### src/verilog/strap_pins_regs.svh
// Purpose: Constants for the strap and status pin logic
// Assumes: 25 MHz clock
// Notes:   Times in ns, cycle counts derived here
`ifndef STRAP_PINS_REGS_SVH
`define STRAP_PINS_REGS_SVH

`define CLK_PERIOD_NS      40
`define STRAP_HOLD_NS      100
// Least time, rounded up to whole cycles
`define STRAP_HOLD_CYC     ((`STRAP_HOLD_NS + `CLK_PERIOD_NS - 1) / `CLK_PERIOD_NS)

// Idle levels of the pins (pull-down on gang pin, pull-up on auto pin)
`define GANG_PIN_RST       1'h0
`define AUTO_PIN_RST       1'h1
`define GRST_N_RST         1'h0

// Strap field positions in the strap vector
`define STRAP_GANG_BIT     0
`define STRAP_AUTO_N_BIT   1

`endif

### src/verilog/strap_pins_pkg.sv
// Purpose: Types for the strap and status pin logic
// Assumes: Nothing
// Notes:   Constants live in strap_pins_regs.svh
package strap_pins_pkg;

  typedef enum logic [1:0] {
    st_reset,
    st_hold,
    st_run
  } phase_type;

  typedef struct packed {
    logic auto_n;
    logic gang;
  } strap_type;

  typedef struct packed {
    logic value;
    logic oe;
  } pin_drive_type;

endpackage

### src/verilog/sync_two_ff.sv
// Purpose: Two flip-flop synchroniser for pin levels
// Assumes: Levels only, no pulses
// Notes:   First stage feeds only the second stage
`timescale 1ns/10ps
module sync_two_ff #(
  parameter int          WIDTH     = 1,
  parameter logic [WIDTH-1:0] RST_VALUE = '0
) (
  // Clock and reset
  input  wire logic             clk,
  input  wire logic             rst,
  // Data
  input  wire logic [WIDTH-1:0] async_in,
  output logic      [WIDTH-1:0] sync_out
);

  logic [WIDTH-1:0] meta_q;

  always_ff @(posedge clk or posedge rst) begin
    if (rst) begin
      meta_q   <= RST_VALUE;
      sync_out <= RST_VALUE;
    end else begin
      meta_q   <= async_in;
      sync_out <= meta_q;
    end
  end

endmodule

### src/verilog/strap_and_status_pins.sv
// Purpose: Strap sampling and status drive of two shared hub pins
// Assumes: Status and config inputs come from logic on clk
// Notes:   Pins are tri-state, split into in, out and oe
`timescale 1ns/10ps
`include "strap_pins_regs.svh"

// Overview of operation
// - Sample gang pin at reset release: 0 individual, 1 ganged power.
// - In SMBus mode the sampled gang pin is slave address bit 2.
// - With status enabled, gang pin drives high-speed connection status.
// - Sample auto-charge pin at release: low enables automatic charge mode.
// - No charging downstream port behaviour on port 1 in automatic mode.
// - Sampled auto-charge level seeds the auto-charge configuration bit.
// - With status enabled, auto-charge pin drives high-speed suspend status.
// - Sampling follows release of the active-low global reset input.
module strap_and_status_pins #(
  parameter int PORTS = 4
) (
  // Clock and reset
  input  wire logic             clk,
  input  wire logic             rst,
  input  wire logic             global_reset_n,
  // Gang / address / connection status pin
  input  wire logic             slave_addr_bit2_strap,
  output logic                  hs_link_up_out,
  output logic                  hs_link_up_oe,
  // Auto-charge / suspend status pin
  input  wire logic             auto_charge_strap_n,
  output logic                  out_a,
  output logic                  out_a_oe,
  // Hub state and configuration
  input  wire logic             status_output_enable,
  input  wire logic             smbus_select_n,
  input  wire logic             hs_connected,
  input  wire logic             hs_suspended,
  input  wire logic             hub_unconnected,
  input  wire logic [PORTS-1:0] charge_enable,
  input  wire logic [PORTS-1:0] cdp_request,
  input  wire logic             auto_cfg_wr,
  input  wire logic             auto_cfg_wr_data,
  // Decoded results
  output logic                  ganged_power,
  output logic                  slave_addr_bit2,
  output logic                  auto_charge_cfg_n,
  output logic                  auto_mode_active,
  output logic [PORTS-1:0]      cdp_enable,
  output logic                  strap_conflict,
  output logic                  straps_valid
);

  localparam int HOLD_CYC = `STRAP_HOLD_CYC;
  localparam int CW       = $clog2(HOLD_CYC + 1);

  // ************************************************************
  // Input synchronisers
  // ************************************************************
  logic [2:0] pins_raw;
  logic [2:0] pins_sync;

  assign pins_raw = {global_reset_n, auto_charge_strap_n,
                     slave_addr_bit2_strap};

  // Reset value matches the board pulls, so no false strap
  sync_two_ff #(
    .WIDTH     (3),
    .RST_VALUE ({`GRST_N_RST, `AUTO_PIN_RST, `GANG_PIN_RST})
  ) i_sync_two_ff (
    .clk      (clk),
    .rst      (rst),
    .async_in (pins_raw),
    .sync_out (pins_sync)
  );

  wire grst_n_s = pins_sync[2];
  wire auto_s   = pins_sync[`STRAP_AUTO_N_BIT];
  wire gang_s   = pins_sync[`STRAP_GANG_BIT];

  // ************************************************************
  // Phase control
  // ************************************************************
  strap_pins_pkg::phase_type phase_q;
  strap_pins_pkg::phase_type phase_d;
  logic [CW-1:0]             hold_cnt_q;
  logic [CW-1:0]             hold_cnt_d;
  strap_pins_pkg::strap_type strap_q;
  strap_pins_pkg::strap_type strap_d;
  logic                      auto_cfg_q;
  logic                      auto_cfg_d;

  wire release_now = (phase_q == strap_pins_pkg::st_reset) && grst_n_s;
  wire hold_done   = (hold_cnt_q == CW'(HOLD_CYC));

  always_comb begin
    phase_d    = phase_q;
    hold_cnt_d = hold_cnt_q;
    case (phase_q)
      strap_pins_pkg::st_reset: begin
        hold_cnt_d = '0;
        if (grst_n_s) begin
          phase_d = strap_pins_pkg::st_hold;
        end
      end
      strap_pins_pkg::st_hold: begin
        // Keep pins released through the strap hold time
        hold_cnt_d = hold_cnt_q + CW'(1);
        if (hold_done) begin
          phase_d = strap_pins_pkg::st_run;
        end
      end
      strap_pins_pkg::st_run: begin
        hold_cnt_d = hold_cnt_q;
      end
      default: begin
        phase_d    = strap_pins_pkg::st_reset;
        hold_cnt_d = '0;
      end
    endcase
    // Synced reset low wins over every phase
    if (!grst_n_s) begin
      phase_d    = strap_pins_pkg::st_reset;
      hold_cnt_d = '0;
    end
  end

  // ************************************************************
  // Run phase and configuration write acceptance
  // ************************************************************
  wire in_run       = (phase_q == strap_pins_pkg::st_run);
  wire cfg_write_ok = auto_cfg_wr && in_run;

  // ************************************************************
  // Strap latch and configuration bit
  // ************************************************************
  always_comb begin
    strap_d = strap_q;
    if (release_now) begin
      strap_d.gang   = gang_s;
      strap_d.auto_n = auto_s;
    end
  end

  always_comb begin
    auto_cfg_d = auto_cfg_q;
    if (release_now) begin
      auto_cfg_d = auto_s;
    end else if (cfg_write_ok) begin
      auto_cfg_d = auto_cfg_wr_data;
    end
  end

  always_ff @(posedge clk or posedge rst) begin
    if (rst) begin
      phase_q    <= strap_pins_pkg::st_reset;
      hold_cnt_q <= '0;
      strap_q    <= '{auto_n: `AUTO_PIN_RST, gang: `GANG_PIN_RST};
      auto_cfg_q <= `AUTO_PIN_RST;
    end else begin
      phase_q    <= phase_d;
      hold_cnt_q <= hold_cnt_d;
      strap_q    <= strap_d;
      auto_cfg_q <= auto_cfg_d;
    end
  end

  // ************************************************************
  // Status drive of the pins
  // ************************************************************
  strap_pins_pkg::pin_drive_type gang_drv_q;
  strap_pins_pkg::pin_drive_type gang_drv_d;
  strap_pins_pkg::pin_drive_type auto_drv_q;
  strap_pins_pkg::pin_drive_type auto_drv_d;

  // Let go of the pins at the clock edge after the synced reset falls
  wire drive_ok   = in_run && grst_n_s && status_output_enable;
  wire gang_level = drive_ok && hs_connected;
  wire susp_level = drive_ok && hs_suspended;

  assign gang_drv_d = '{value: gang_level,
                        oe:    drive_ok};
  assign auto_drv_d = '{value: susp_level,
                        oe:    drive_ok};

  // Registered so the pins never glitch from decode
  always_ff @(posedge clk or posedge rst) begin
    if (rst) begin
      gang_drv_q <= '{value: 1'h0, oe: 1'h0};
      auto_drv_q <= '{value: 1'h0, oe: 1'h0};
    end else begin
      gang_drv_q <= gang_drv_d;
      auto_drv_q <= auto_drv_d;
    end
  end

  assign hs_link_up_out = gang_drv_q.value;
  assign hs_link_up_oe  = gang_drv_q.oe;
  assign out_a          = auto_drv_q.value;
  assign out_a_oe       = auto_drv_q.oe;

  // ************************************************************
  // Decoded configuration
  // ************************************************************
  wire valid_w = (phase_q != strap_pins_pkg::st_reset);
  wire auto_w  = valid_w && !auto_cfg_q && hub_unconnected;

  logic [PORTS-1:0] cdp_mask;

  always_comb begin
    cdp_mask    = '1;
    cdp_mask[0] = !auto_w;
  end

  assign straps_valid      = valid_w;
  assign ganged_power      = strap_q.gang;
  assign slave_addr_bit2   = !smbus_select_n && strap_q.gang;
  assign auto_charge_cfg_n = auto_cfg_q;
  assign auto_mode_active  = auto_w;
  assign cdp_enable        = cdp_request & charge_enable & cdp_mask;
  // Flags a board that gangs power while charging is in use
  wire any_charge = |charge_enable;
  assign strap_conflict    = valid_w && strap_q.gang && any_charge;

endmodule

### config.mk
export PLATFORM = sky130hd
export DESIGN_NAME = strap_and_status_pins
export DESIGN_NICKNAME = d
export VERILOG_FILES = /design/src/verilog/strap_pins_pkg.sv /design/src/verilog/sync_two_ff.sv /design/src/verilog/strap_and_status_pins.sv
export VERILOG_INCLUDE_DIRS = /design/src /design/src/verilog
export SDC_FILE = /design/constraint.sdc
export NUM_CORES = 1
export LEC_CHECK = 0
export BUFFER_PORTS_ARGS = -buffer_cell sky130_fd_sc_hd__buf_4
export CORE_MARGIN = 5
export CORE_UTILIZATION = 37
export DETAILED_ROUTE_END_ITERATION = 10
export GPL_ROUTABILITY_DRIVEN = 1
export PLACE_DENSITY = 0.71
export SYNTH_ARGS = -nofsm -noshare
export SYNTH_HDL_FRONTEND = slang
export SYNTH_SLANG_ARGS = --single-unit
### constraint.sdc
create_clock -name clk -period 1.2 [get_ports clk]
set_clock_uncertainty 0.1 [all_clocks]
set_input_delay 0.06 -clock clk [delete_from_list [all_inputs] [get_ports clk]]
set_output_delay 0.06 -clock clk [all_outputs]
set_load 0.02 [all_outputs]
==> metrics <==
status=complete, but fails checks; failing checks=setup timing; max-slew violation count=0; Final Critical Period=1.47 ns; CP Cell Sequence=or2_4 > and3_4 > nor2_4 > buf_6; Core Util, Final=74.0%; port bufs=33; Detailed Route WL=1580 um; fin area=0.00114 mm^2; maximum clock frequency=678 MHz; synthesized net count=70; die area=0.00255 mm^2; Hold WC Path Type=input port to flop; Gate Count Post-Synth=49; Ports=34; Worst setup SP type=flop; global-route wire length before repair=2610 um; RSZ-0062 raised after global routing=true; Hold Worst Slack=0.0270 ns; Slew @ Worst Pin=0.558 ns; Max FO, Critical Path=3; P per Cell Area=984 mW/mm^2; nets=125; Root Buffer=clkbuf_4; Syn-to-layout area delta=87.7%; row count=14; Leakage Power=0.575 nW; Via Count=573; Cell Area, Placed=928 um^2; Crit Path Class=flop to primary output; Core Footprint=0.00154 mm^2; synth cell count leaders=12 x dfrtp_1, 5 x and2_1, 5 x nor2b_1, 3 x dfstp_2; GRT Util Overall=13.3%; Clk pwr share=25.3%; final worst setup slack=-0.275 ns; Post-Place Worst Slack=-0.0632 ns; Comb pwr share=24.6%; TritonRoute pass-1 iters=2; gp weighted congestion=0.659; DP Wirelength=1100 um; Arrival @ worst endpoint=1.31 ns; Pint=0.000826 W; Clk Latency, worst-skew pair=0.28 ns; switching power=0.000297 W; routed length per instance=13.3 um; vias per inst=4.82; Ys Warns=0; layout cell share with drive strength beyond 1=59.2%; Max transition margin=62.8%; clock sinks=15; drt drc=0; Inserted Clock Buffers=3; 1st-iter DRT viols=1; initial antenna violation count=0; EDFF count, synth=0; sw frac=26.4%; largest net degree at the start of global routing=16; antenna-violating nets left=0; TritonCTS clock tree=yes; Required @ worst endpoint=1.04 ns; ys async rst share=100%; crit end category=primary output; clock buffer depth=2; syn_area_per_cell=12.4 um^2; top_reg_cell synth=dfrtp_1; largest cells by area after synthesis=dfrtp_1 49%, dfstp_2 13%, and2_1 5.1%; #FFs+latches synth=15; sequential share of the synthesized area=62.3%; Final Hold Fails=0; sequential power share=50.0%; VDD IR max=0.000860 V; Reg clk slew, reported paths=0.09 ns; post-synthesis instance area=608 um^2; Die H=50.5 um; Pwr Total=0.00112 W; Netlist cell types=23; area leader, netlist=dfrtp_1; crit-path max cell delay=0.40 ns; Die Wd=50.5 um; CTS H-Tree Depth=1; initial core utilization=39.4%; FILL cells=116; Max Cap Violations=0; period utilization=123%; grt ovf=0; Synth top area share=49.4%; Ant. Diodes=0; vias in the first global route=603; most frequent cell after synthesis=dfrtp_1; Critical-path top delay cell=dfrtp_1; Setup violations, final=11
-- metrics by stage --
step / instances / setup TNS, ns
after floorplan: 49 / -0.0575
after global placement: 103 / -0.0235
after detailed placement: 103 / -0.100
after CTS: 117 / -1.35
after global routing: 119 / -1.80
final: 119 / -1.32
-- cell families after synthesis --
family / count (synthesis) / synth area share [%]
AO/OA/AOI/OAI: 6 / 6.59
adder cells (fa/ha/maj): 1 / 2.06
buffers and inverters: 3 / 2.47
flip-flops: 15 / 62.3
multiplexers: 2 / 3.50
AND/OR/NAND/NOR: 22 / 23.0
-- cells in the final DEF (no fill, tap or decap) --
cell type	count
clkbuf_4	3
and2_1	5
buf_6	9
or4b_4	1
nand2b_1	1
and4b_1	1
and2b_2	1
or2_4	1
nor2b_1	5
and3_1	1
a221oi_2	1
dlygate4sd3_1	7
mux2_4	1
buf_4	35
a22oi_1	1
dfrtp_1	12
mux2i_1	1
o31ai_4	1
and3_4	1
a21oi_1	2
inv_1	2
nand2_1	1
o22ai_1	1
or4_1	1
nor2_4	2
clkinv_2	1
nand2b_4	1
ha_1	1
dfstp_2	3
-- routing by layer --
layer / wire length [um] / vias up / share of wire [%] / global-route usage [%]
met5: 0 / - / 0 / 0
met3: 201 / 4 / 13 / 4.14
li1: - / 277 / - / -
met1: 537 / 263 / 34 / 14.0
met2: 820 / 29 / 52 / 23.6
met4: 22 / 0 / 1.4 / 6.38
-- state kept, by name (all words and copies together) (netlist names) --
register / count
i_sync_two_ff.meta_q: 3
i_sync_two_ff.sync_out: 3
hold_cnt_q: 2
phase_q: 2
auto_charge_cfg_n: 1
ganged_power: 1
hs_link_up_out: 1
out_a: 1
out_a_oe: 1
-- layout make-up --
class | count | area [um^2] | area share (%)
timing repair buffer | 51 | 434 | 38.0
clock inverter | 1 | 5.00 | 0.439
sequential | 15 | 379 | 33.2
clock buffer | 3 | 22.5 | 1.97
inverter | 2 | 7.51 | 0.658
multi-input combinational | 31 | 273 | 23.9
tap | 16 | 20.0 | 1.75
-- power groups by stage --
stage          Sequential [W]  Combinational (W)  Clock (W)
3_3_place_gp         0.000566           0.000213          0
2_1_floorplan        0.000578          0.0000867          0
5_1_grt              0.000567           0.000297   0.000321
3_5_place_dp         0.000567           0.000217          0
4_1_cts              0.000558           0.000258   0.000297
6_report             0.000561           0.000277   0.000284
-- worst paths after layout --
path,from,end,slack (ns),depth (start not counted)
max in group asynchronous,rst,auto_charge_cfg_n,0.34,3
worst max register to register,phase_q[1],auto_charge_cfg_n,-0.17,4
min in group asynchronous,rst,i_sync_two_ff.meta_q[0],0.28,3
worst min register to register,i_sync_two_ff.meta_q[1],i_sync_two_ff.sync_out[1],0.26,0
worst min-delay path,auto_cfg_wr,auto_charge_cfg_n,0.03,4
worst max-delay path,phase_q[1],cdp_enable[0],-0.27,4
-- worst max-delay path: cells and delay by family (launching register included) --
family | cells | cell delay (ns)
buffers and inverters | 1 | 0.12
DFF | 1 | 0.40
and+or+nand+nor | 3 | 0.52
-- repair_timing --
item | in CTS | in global routing
setup endpoints to repair | 7 | 11
endpoints found under the hold margin | 18 | 0
setup buffers | 3 | 2
gates resized for setup | 9 | 9
hold buffers | 7 | 0
pin swaps | 5 | 2
Note: power is estimated with default switching activity, not from simulation.
